<file path="config.mk">
export PLATFORM = sky130hd
export DESIGN_NAME = sdip_glue
export DESIGN_NICKNAME = d
export VERILOG_FILES = /design/src/sdip_glue.v
export VERILOG_INCLUDE_DIRS = /design/src
export SDC_FILE = /design/constraint.sdc
export NUM_CORES = 1
export LEC_CHECK = 0
export ABC_AREA = 1
export BUFFER_PORTS_ARGS = -buffer_cell sky130_fd_sc_hd__buf_2
export CORE_ASPECT_RATIO = 0.7
export CORE_UTILIZATION = 51
export DETAILED_ROUTE_END_ITERATION = 6
export GPL_ROUTABILITY_DRIVEN = 0
export HOLD_SLACK_MARGIN = 0.08
export PLACE_DENSITY_LB_ADDON = 0.2
export SYNTH_ARGS = -nofsm -noshare
export SYNTH_HDL_FRONTEND = slang
export SYNTH_SLANG_ARGS = --single-unit
</file>
<file path="constraint.sdc">
create_clock -name clk_in -period 3.5 [get_ports clk_in]
set_input_delay 0.7 -clock clk_in [delete_from_list [all_inputs] [get_ports clk_in]]
set_output_delay 0.7 -clock clk_in [all_outputs]
set_load 0.01 [all_outputs]
</file>
<file path="src/sdip_consts.vh">
// How it works
// - reset turns boot ROM overlay on
// - port write loads overlay from data bit 0 anytime
// - low 32K goes ROM or RAM, never both
// - ROM decode passes fourteen address bits
// - display memory reached only through ports
// - bank selects only on I/O cycles
// - eight active-low selects of eight ports
// - bank n covers ports 8n to 8n+7
// - banks four to seven go to expansion
// - programmed I/O only, no DMA
// - acknowledge returns mode 2 vector byte
// - vector table FB00-FB0F filled by software
// - eight sources ranked, disk request highest
// - disk gives data and completion sources
// - video raises source on command done
// - keyboard and timer have own sources
// - three lowest-ranked inputs, 5 to 7, left for expansion
// - status read shows pending flag and raw sources 0-6
// - control registers reset to defined setup
`ifndef SDIP_CONSTS_VH
`define SDIP_CONSTS_VH

// ----------------------------------------------------------------
// memory decode
// ----------------------------------------------------------------
`define SDIP_A_HALF        15
`define SDIP_ROM_AW        14

// ----------------------------------------------------------------
// i/o decode
// ----------------------------------------------------------------
`define SDIP_IO_HI         7
`define SDIP_IO_LO         6
`define SDIP_BANK_HI       5
`define SDIP_BANK_LO       3
`define SDIP_IO_FREE       2'h0

// ----------------------------------------------------------------
// internal ports
// ----------------------------------------------------------------
`define SDIP_PORT_STATUS   8'h18
`define SDIP_PORT_CTRL1    8'h18
`define SDIP_PORT_CTRL2    8'h1D
`define SDIP_PORT_DISP_RD  8'h0D
`define SDIP_PORT_DISP_WR  8'h1C

// ----------------------------------------------------------------
// control fields and reset values
// ----------------------------------------------------------------
`define SDIP_CTRL1_ROM_BIT 0
`define SDIP_CTRL1_RST     8'h01
`define SDIP_CTRL2_RST     8'hFF
`define SDIP_STATUS_PEND   7

// ----------------------------------------------------------------
// interrupt sources, index 0 ranks highest
// ----------------------------------------------------------------
`define SDIP_SRC_DISK_DRQ  3'h0
`define SDIP_SRC_DISK_DONE 3'h1
`define SDIP_SRC_VIDEO     3'h2
`define SDIP_SRC_KEYBOARD  3'h3
`define SDIP_SRC_TIMER     3'h4
`define SDIP_SRC_CARD_ONE  3'h5
`define SDIP_SRC_CARD_TWO  3'h6
`define SDIP_SRC_EXP_BUS   3'h7

`endif

</file>
<file path="src/sdip_glue.v">
`timescale 1ns/1ps
`include "sdip_consts.vh"

module sdip_glue #(
    parameter ROM_AW = `SDIP_ROM_AW
) (
    input  wire              clk_in,        // 20 MHz system clock
    input  wire              rst_in,        // async reset, active high
    input  wire [15:0]       addr_in,       // processor address
    input  wire [7:0]        data_in,       // processor write data
    input  wire              mreq_n_in,     // memory request, low
    input  wire              iorq_n_in,     // i/o request, low
    input  wire              rd_n_in,       // read strobe, low
    input  wire              wr_n_in,       // write strobe, low
    input  wire              m1_n_in,       // opcode fetch / ack, low
    input  wire              disk_data_request,      // source 0
    input  wire              disk_command_complete,  // source 1
    input  wire              video_done_in,          // source 2
    input  wire              keyboard_data_in,       // source 3
    input  wire              timer_tick_in,          // source 4
    input  wire              expansion_card_one,     // source 5
    input  wire              expansion_card_two,     // source 6
    input  wire              expansion_bus_connector,// source 7
    output reg               rom_sel_n_out, // boot ROM select, low
    output reg               ram_sel_n_out, // system RAM select, low
    output reg  [ROM_AW-1:0] rom_addr_out,  // boot ROM address
    output reg  [7:0]        bank_sel_n_out,// bank selects 0..7, low
    output reg               disp_rd_n_out, // display buffer read, low
    output reg               disp_wr_n_out, // display buffer write, low
    output reg               int_n_out,     // interrupt request, low
    output reg  [7:0]        data_out,      // read / vector data
    output reg               data_oe_out,   // drives data bus, high
    output reg               rom_ovl_out    // overlay state
);

    // ----------------------------------------------------------------
    // decode helpers
    // ----------------------------------------------------------------
    function port_hit;
        input [15:0] a;
        input [7:0]  p;
        begin
            port_hit = (a[7:0] == p);
        end
    endfunction

    function [2:0] pri_idx;
        input [7:0] v;
        integer i;
        begin
            pri_idx = 3'h0;
            for (i = 7; i >= 0; i = i - 1) begin
                if (v[i])
                    pri_idx = i[2:0];
            end
        end
    endfunction

    localparam ACK_IDLE = 1'b0;
    localparam ACK_BUSY = 1'b1;

    reg        ack_state_q;
    reg        ack_state_d;
    reg  [7:0] ctrl1_q;
    reg  [7:0] ctrl2_q;
    reg        was_wr_q;

    wire [7:0] src_raw = {expansion_bus_connector,
                          expansion_card_two,
                          expansion_card_one,
                          timer_tick_in,
                          keyboard_data_in,
                          video_done_in,
                          disk_command_complete,
                          disk_data_request};
    wire [7:0] pend    = src_raw & ctrl2_q;
    wire       any_pend = |pend;
    wire       overlay = ctrl1_q[`SDIP_CTRL1_ROM_BIT];

    wire mem_cyc = ~mreq_n_in & (~rd_n_in | ~wr_n_in);
    wire io_cyc  = ~iorq_n_in & m1_n_in & (~rd_n_in | ~wr_n_in);
    wire io_rd   = io_cyc & ~rd_n_in;
    wire io_wr   = io_cyc & ~wr_n_in;
    wire ack_cyc = ~iorq_n_in & ~m1_n_in;
    wire io_low  = (addr_in[`SDIP_IO_HI:`SDIP_IO_LO] == `SDIP_IO_FREE);
    wire [2:0] bank = addr_in[`SDIP_BANK_HI:`SDIP_BANK_LO];
    wire wr_edge = io_wr & ~was_wr_q;

    // ----------------------------------------------------------------
    // control registers
    // ----------------------------------------------------------------
    always @(posedge clk_in or posedge rst_in) begin
        if (rst_in) begin
            ctrl1_q  <= `SDIP_CTRL1_RST;
            ctrl2_q  <= `SDIP_CTRL2_RST;
            was_wr_q <= 1'b0;
        end else begin
            was_wr_q <= io_wr;
            if (wr_edge && port_hit(addr_in, `SDIP_PORT_CTRL1))
                ctrl1_q <= data_in;
            if (wr_edge && port_hit(addr_in, `SDIP_PORT_CTRL2))
                ctrl2_q <= data_in;
        end
    end

    // ----------------------------------------------------------------
    // memory and i/o selects
    // ----------------------------------------------------------------
    always @(posedge clk_in or posedge rst_in) begin
        if (rst_in) begin
            rom_sel_n_out  <= 1'b1;
            ram_sel_n_out  <= 1'b1;
            rom_addr_out   <= {ROM_AW{1'b0}};
            bank_sel_n_out <= 8'hFF;
            disp_rd_n_out  <= 1'b1;
            disp_wr_n_out  <= 1'b1;
            rom_ovl_out    <= 1'b1;
        end else begin
            rom_ovl_out   <= overlay;
            rom_addr_out  <= addr_in[ROM_AW-1:0];
            rom_sel_n_out <= ~(mem_cyc & ~addr_in[`SDIP_A_HALF]
                               & overlay);
            ram_sel_n_out <= ~(mem_cyc & (addr_in[`SDIP_A_HALF]
                               | ~overlay));
            bank_sel_n_out <= 8'hFF;
            if (io_cyc && io_low)
                bank_sel_n_out[bank] <= 1'b0;
            disp_rd_n_out <= ~(io_rd
                & port_hit(addr_in, `SDIP_PORT_DISP_RD));
            disp_wr_n_out <= ~(io_wr
                & port_hit(addr_in, `SDIP_PORT_DISP_WR));
        end
    end

    // ----------------------------------------------------------------
    // interrupt acknowledge
    // ----------------------------------------------------------------
    always @* begin
        ack_state_d = ack_state_q;
        case (ack_state_q)
            ACK_IDLE: if (ack_cyc) ack_state_d = ACK_BUSY;
            ACK_BUSY: if (!ack_cyc) ack_state_d = ACK_IDLE;
            default:  ack_state_d = ACK_IDLE;
        endcase
    end

    always @(posedge clk_in or posedge rst_in) begin
        if (rst_in) begin
            ack_state_q <= ACK_IDLE;
            int_n_out   <= 1'b1;
            data_out    <= 8'h00;
            data_oe_out <= 1'b0;
        end else begin
            ack_state_q <= ack_state_d;
            int_n_out   <= ~any_pend;
            if (ack_state_q == ACK_IDLE && ack_cyc) begin
                data_out    <= {4'h0, pri_idx(pend), 1'b0};
                data_oe_out <= any_pend;
            end else if (ack_state_q == ACK_BUSY) begin
                data_oe_out <= data_oe_out & ack_cyc;
            end else if (io_rd
                         && port_hit(addr_in, `SDIP_PORT_STATUS)) begin
                data_out    <= {any_pend, src_raw[6:0]};
                data_oe_out <= 1'b1;
            end else begin
                data_oe_out <= 1'b0;
            end
        end
    end

endmodule

</file>
==> metrics.cfg, run 1 <==
[cts]
post_cts_buffers=0
cts_root_buffer=clkbuf_8
clk_pin_slew_ns=0.08
numCtsBuffers=5
cts_tree=built
clk_latency_ns=0.30
clock_sinks=48
cts-htree-levels=2
clock_path_buffers=2
cts.repair.resized=0
hold_buffers=0

[worst_setup_path]
worstPathArrival_ns=0.94
critPathKind=reg -> out
critPathCaptureType=output pin
crit_family=flip-flops
critPathLaunchType=flop
slowest_stage=dfstp_2
path_cells=buf_2
max_stage_delay_ns=0.52
rr_startpoint=ctrl2_q[5]
critPathMaxFanout=1
rr_worst_depth=4
worst_r2r_endpoint=data_oe_out
r2r_setup_slack_ns=2.28
cp_num_buf_inv=1
crit_required_ns=2.80

[finish]
mostFrequentLayoutCells=74 x buf_2, 43 x nand2_1, 25 x dfrtp_1
final_util=0.684
layout_commonest_cell=buf_2
drive_above_1_share=0.537
final_cell_count_no_fill=309
areaGrowthSynthToFinish_pct=26.4
diodes=0
nNetsFinal=297

[route]
drt-pass1-iter-count=4
detail-route-antenna-nets=0
drcViolationCount=0
routed_wl_um=3750
avgRoutedWirePerCell_um=12.1
dr_total_vias=1485
drt_iter0_drc=78
via_per_inst=4.81

[worst_hold_path]
min-delay-start=ctrl1_q[0]
hold_path_class=reg -> reg
min_to=rom_ovl_out
hold_depth=0

[pwr]
intPower_mw=0.776
p_per_area_mw_per_mm2=418
p_leak_nw=1.22
total_power_mw=1.02
power_switching_mw=0.242
seq_power_share=0.573
power.clock.fraction=0.327
peakVddDrop_mv=0.331
combPwrFrac=0.100
swShare=0.238

[floorplan]
core_sq_mm=0.00356
ios=76
die_w_um=75.5
chipHeight_um=53.4
start_util=0.541
die_area_sq_mm=0.00403
fp-row-count=18

[timing]
clock.fmax_mhz=611
rsz0062_at_grt=no
fin_setup_tns_ns=0
fin_ws_ns=1.86
slew_headroom=0.378
finalCritPeriodShare=0.467
timing_hold_violations_final=0
worst_slew_pin_slew_ns=0.932
skew_ns=0.00792
timing.final.crit_period_ns=1.64
slew_violations=0
setup_viol=0

[grt]
grt_pass1_wl_um=5990
antenna_found_initial=0
gr-usage-all-layers=0.209
grt_max_degree=49
grt_pass1_vias=1370
overflow=0

[synth]
ys_top_cells_by_area=dfrtp_1 32%, dfstp_2 31%, nand2_1 8.4%
synth_flop_cell=dfrtp_1
synth_edf_count=0
syn_inst=179
synth_nets=218
synth-async-reset-ratio=1.00
syn_avg_cell_area_sq_um=10.8
synth_area_sq_mm=0.00193
ys_warn_count=0
yosysTopAreaCell=dfrtp_1
ys_seq_area_frac=0.638
synth_top_area_frac=0.325
ys_types=23
ys_ff_latch=48

[place]
io_buffers=74
dp_slack_ns=1.70
hpwl_um=2870
dp_cells=301

[run]
maxCapViolations=0

[run_status]
status=complete, no violations

==> registers in the layout, indices dropped and copies added, names as in the netlist, 8 cells and up <==
| signal | count |
|---|---|
| rom_addr_out | 14 |
| bank_sel_n_out | 8 |
| ctrl2_q | 8 |
| data_out | 8 |
==> worst reg2reg max path: stages, from the launching register on <==
cell and delay (ns):
dfstp_2 0.38, nand2_1 0.09, nand4_1 0.17, nor3_1 0.36, a21oi_2 0.09
==> power groups by stage <==
| stage | Clock, mW | Sequential (mW) | Combinational, mW |
|---|---|---|---|
| floorplan | 0 | 0.602 | 0.0427 |
| global placement | 0 | 0.592 | 0.102 |
| detailed placement | 0 | 0.593 | 0.103 |
| CTS | 0.343 | 0.584 | 0.103 |
| global route | 0.359 | 0.586 | 0.115 |
| finish | 0.333 | 0.583 | 0.102 |
==> metal layers <==
metal	share of wire	global-route usage
met5	0	0
met3	0.072	0.0686
met2	0.45	0.315
met4	0.012	0.0710
met1	0.46	0.283
==> area by class of cell <==
cell class / count / area, sq um
Inverter: 19 / 71.3
Clock buffer: 7 / 86.3
Multi-Input combinational cell: 110 / 607
Clock inverter: 1 / 7.51
Fill cell: 304 / 1120
Tap cell: 50 / 62.6
Timing Repair Buffer: 74 / 370
Sequential cell: 48 / 1230
==> cells in the mapped netlist, types with 2 or more instances <==
cell type,count
a21oi_2,5
nor2_2,4
inv_1,15
inv_2,4
nand2_2,3
dfrtp_1,25
nor2_4,2
nand2_4,2
a21oi_1,4
nor2_1,12
nand2_1,43
o21ai_1,2
dfstp_2,23
o21ai_2,11
nand4_1,4
o21ai_0,2
nand3_1,12
==> logic make-up (layout without fill, tap and decap cells) <==
kind of cell,after synthesis,after routing,synth area share
compound gates,24,24,0.0935
buf+inv,21,101,0.0467
flops,48,48,0.638
simple gates,86,86,0.221
==> worst max-delay path by stage <==
stage | from | endpoint | cells past startpoint
2_1_floorplan | rst_in | ack_state_q | 1
3_3_place_gp | addr_in[7] | data_out[1] | 7
3_5_place_dp | addr_in[1] | data_out[1] | 7
4_1_cts | bank_sel_n_out[7] | bank_sel_n_out[7] | 1
5_1_grt | rom_ovl_out | rom_ovl_out | 1
6_report | bank_sel_n_out[7] | bank_sel_n_out[7] | 1
==> stage by stage <==
| stage | cell area [sq um] | hold WS [ns] |
|---|---|---|
| 2_1_floorplan | 1930 | 0.361 |
| 3_3_place_gp | 2340 | 0.371 |
| 3_5_place_dp | 2340 | 0.372 |
| 4_1_cts | 2430 | 0.384 |
| 5_1_grt | 2430 | 0.387 |
| 6_report | 2430 | 0.381 |
Note: power is estimated with default switching activity, not from simulation.
==> run 2: changes to the inputs <==
--- a/config.mk
+++ b/config.mk
@@ -6,10 +6,10 @@
 export SDC_FILE = /design/constraint.sdc
 export NUM_CORES = 1
 export LEC_CHECK = 0
-export ABC_AREA = 1
+export ABC_AREA = 0
 export BUFFER_PORTS_ARGS = -buffer_cell sky130_fd_sc_hd__buf_2
 export CORE_ASPECT_RATIO = 0.7
-export CORE_UTILIZATION = 51
+export CORE_UTILIZATION = 47
 export DETAILED_ROUTE_END_ITERATION = 6
 export GPL_ROUTABILITY_DRIVEN = 0
 export HOLD_SLACK_MARGIN = 0.08
==> constraint.sdc (replaced) <==
create_clock -name clk_in -period 1.6 [get_ports clk_in]
set_input_delay 0.32 -clock clk_in [delete_from_list [all_inputs] [get_ports clk_in]]
set_output_delay 0.32 -clock clk_in [all_outputs]
set_load 0.01 [all_outputs]
==> run 2 against run 1 <==
Against the previous run: synthesized area decreased by 4.3%; sequential power is 120% higher; sequential cell count is the same; via count fell by 5.1%; design area increased by 1.6%; first-iteration DRC count rose by 1.3%; routed wire length up 9.4%; global-route usage increased by 0.34 points; combinational power increased by 110%; clock skew about the same; critical path type is now in -> reg.
==> metrics.cfg, run 2 <==
[timing]
slew_headroom=0.687  ; +0.309
clock.fmax_mhz=629
timing_hold_violations_final=0  ; unchanged
skew_ns=0.00753  ; -0.000395 ns
slew_violations=0  ; unchanged
setup_viol=0  ; unchanged
rsz0062_at_grt=yes
timing.final.crit_period_ns=1.59
finalCritPeriodShare=0.994
worst_slew_pin_slew_ns=0.469  ; -0.463 ns

[route]
dr_total_vias=1410  ; -5.1%
via_per_inst=5.02  ; +4.4%
drt-pass1-iter-count=4  ; unchanged
drcViolationCount=0  ; unchanged
detail-route-antenna-nets=0  ; unchanged
drt_iter0_drc=79  ; +1.3%
avgRoutedWirePerCell_um=14.6  ; +20%
routed_wl_um=4100  ; +9.4%

[worst_setup_path]
critPathKind=in -> reg
r2r_setup_slack_ns=0.19  ; -2.09 ns
critPathLaunchType=input port
max_stage_delay_ns=0.66  ; +0.14 ns
crit_required_ns=1.82  ; -0.98 ns
crit_family=simple AND/OR/NAND/NOR gates
worstPathArrival_ns=1.81  ; +0.87 ns
critPathCaptureType=flop
path_cells=buf_6 -> nor4b_4 -> nand2_2 -> or4_4 -> mux2_4
cp_num_buf_inv=1  ; unchanged
slowest_stage=or4_4
critPathMaxFanout=8  ; +7

[grt]
grt_use_met1=0.287  ; +0.00429
globalRoute.busiestLayer=met2
grtUsageMet2=0.335  ; +0.0193
grt_max_degree=28  ; -43%
grt_pass1_vias=1355  ; -1.1%
grt_pass1_wl_um=6420  ; +7.2%
antenna_found_initial=0  ; unchanged
grtUsageMet3=0.0600  ; -0.00857
gr-usage-all-layers=0.212  ; +0.00342
overflow=0  ; unchanged

[floorplan]
start_util=0.509  ; -0.0329
fp-row-count=18  ; unchanged
core_sq_mm=0.00363  ; +1.9%
chipHeight_um=54.4  ; +1.8%
die_area_sq_mm=0.00418  ; +3.7%
die_w_um=76.9  ; +1.9%
ios=76  ; unchanged

[finish]
mostFrequentLayoutCells=72 x buf_2, 25 x dfrtp_1, 23 x nand2_1, 23 x dfstp_2, 13 x buf_4
regMostFlops=rom_addr_out
fillCellCount=284  ; -6.6%
diodes=0  ; unchanged
final_cell_count_no_fill=281  ; -9.1%
multiInputGateArea_sq_um=583  ; -3.9%
ff_latch_area_sq_mm=0.00123  ; unchanged
layout_commonest_cell=buf_2
largest_reg_flops=14  ; unchanged
nNetsFinal=269  ; -9.4%
areaGrowthSynthToFinish_pct=34.2
drive_above_1_share=0.580  ; +0.0434

[synth]
synthMuxAreaShare=0.0929  ; +0.0929
synth_top_family_by_area=simple AND/OR/NAND/NOR gates
synth_nets=177  ; -19%
synth-async-reset-ratio=1.00  ; unchanged
ys_top_cells_by_area=dfrtp_1 34%, dfstp_2 33%, mux2_4 6.5%
synth_top_area_frac=0.339  ; +0.0145
synthXorXnorAreaFrac=0  ; unchanged
syn_inst=138  ; -23%
yosysTopAreaCell=dfrtp_1
synth-compound-area-share=0.0672  ; -0.0263
synth.most_common_cell=dfrtp_1
synth_commonest_cells=25 x dfrtp_1, 23 x dfstp_2, 23 x nand2_1
synth_flop_cell=dfrtp_1
syn_avg_cell_area_sq_um=13.4  ; +24%
ys_warn_count=0  ; unchanged
yosys.area_share.adder=0  ; unchanged
synth-simple-area-share=0.156  ; -0.0654
synth_edf_count=0  ; unchanged
ys_ff_latch=48  ; unchanged
ys_types=35  ; +52%
ys_seq_area_frac=0.667  ; +0.0286
synth_area_sq_mm=0.00184  ; -4.3%

[worst_hold_path]
hold_path_class=in -> reg

[run_status]
status=complete, no violations

[cts]
clock_path_buffers=2  ; unchanged
clock_sinks=48  ; unchanged
cts_tree=built
numCtsBuffers=5  ; unchanged
cts-htree-levels=2  ; unchanged
clk_pin_slew_ns=0.09  ; about the same
clk_latency_ns=0.30  ; about the same
cts_root_buffer=clkbuf_8

[pwr]
total_power_mw=2.16  ; +110%
p_leak_nw=1.16  ; -4.7%
p_per_area_mw_per_mm2=874  ; +110%
peakVddDrop_mv=0.549  ; +66%

[place]
hpwl_um=3130  ; +9.1%
io_buffers=74  ; unchanged
dp_cells=271  ; -10%

[run]
maxCapViolations=0  ; unchanged

run 2: changes by cell type after synthesis, sizes merged, moves of 3 or more:
| cell | previous run | this run |
|---|---|---|
| a21oi | 9 | 5 |
| a22oi | 0 | 3 |
| inv | 19 | 2 |
| mux2 | 0 | 9 |
| mux2i | 0 | 4 |
| nand2 | 48 | 24 |
| nand3 | 13 | 2 |
| nor2 | 18 | 6 |
| o21ai | 15 | 7 |
run 2: what timing repair did:
item / in CTS / in global routing
hold buffers: 1 / 0
hold endpoints to repair: 11 / 0
buffers inserted: 0 / 1
setup endpoints to repair: 0 / 8
gates resized for setup: 0 / 2
run 2: metrics by stage:
stage / worst slack [ns] / TNS, ns / hold WS, ns / utilization / cell area (sq um)
3_5_place_dp: -0.280 / -3.06 / 0.364 / 0.652 / 2360
2_1_floorplan: -0.136 / -1.09 / 0.351 / - / 1840
4_1_cts: 0.0375 / 0 / 0.119 / 0.677 / 2450
6_report: 0.0101 / 0 / 0.122 / 0.683 / 2470
3_3_place_gp: -0.247 / -2.31 / 0.345 / 0.652 / 2360
5_1_grt: -0.0211 / -0.0902 / 0.116 / 0.683 / 2470
run 2: layout make-up:
class / count / share of cell area
Inverter: 2 / 0.00303
Tap cell: 50 / 0.0253
Sequential cell: 48 / 0.497
Timing Repair Buffer: 89 / 0.206
Multi-Input combinational cell: 84 / 0.236
Clock inverter: 1 / 0.00202
Clock buffer: 7 / 0.0308
run 2: final timing paths:
kind                             start               end  cells past startpoint
setup reg to reg              was_wr_q        ctrl2_q[1]                      2
hold reg to reg             ctrl1_q[0]       rom_ovl_out                      0
min in group asynchronous       rst_in  rom_addr_out[12]                      3
hold / removal             addr_in[10]  rom_addr_out[10]                      1
max in group asynchronous       rst_in        ctrl2_q[1]                      4
setup / recovery            addr_in[6]        ctrl2_q[1]                      5
run 2: power breakdown:
| part | switching, mW | internal (mW) |
|---|---|---|
| combinational | 0.114 | 0.102 |
| clock | 0.373 | 0.307 |
| sequential | 0.0132 | 1.25 |
| total | 0.500 | 1.66 |
run 2: kinds of logic after synthesis:
logic type             after synthesis
buffers and inverters                6
AND/OR/NAND/NOR                     51
AO/OA/AOI/OAI                       20
multiplexers                        13
flip-flops                          48
run 2: layer usage:
layer | wire length (um) | vias to the layer above | share of wire
met1 | 1840 | 681 | 0.45
met5 | 0 | - | 0
met4 | 45 | 0 | 0.011
li1 | - | 665 | -
met3 | 337 | 7 | 0.082
met2 | 1880 | 57 | 0.46
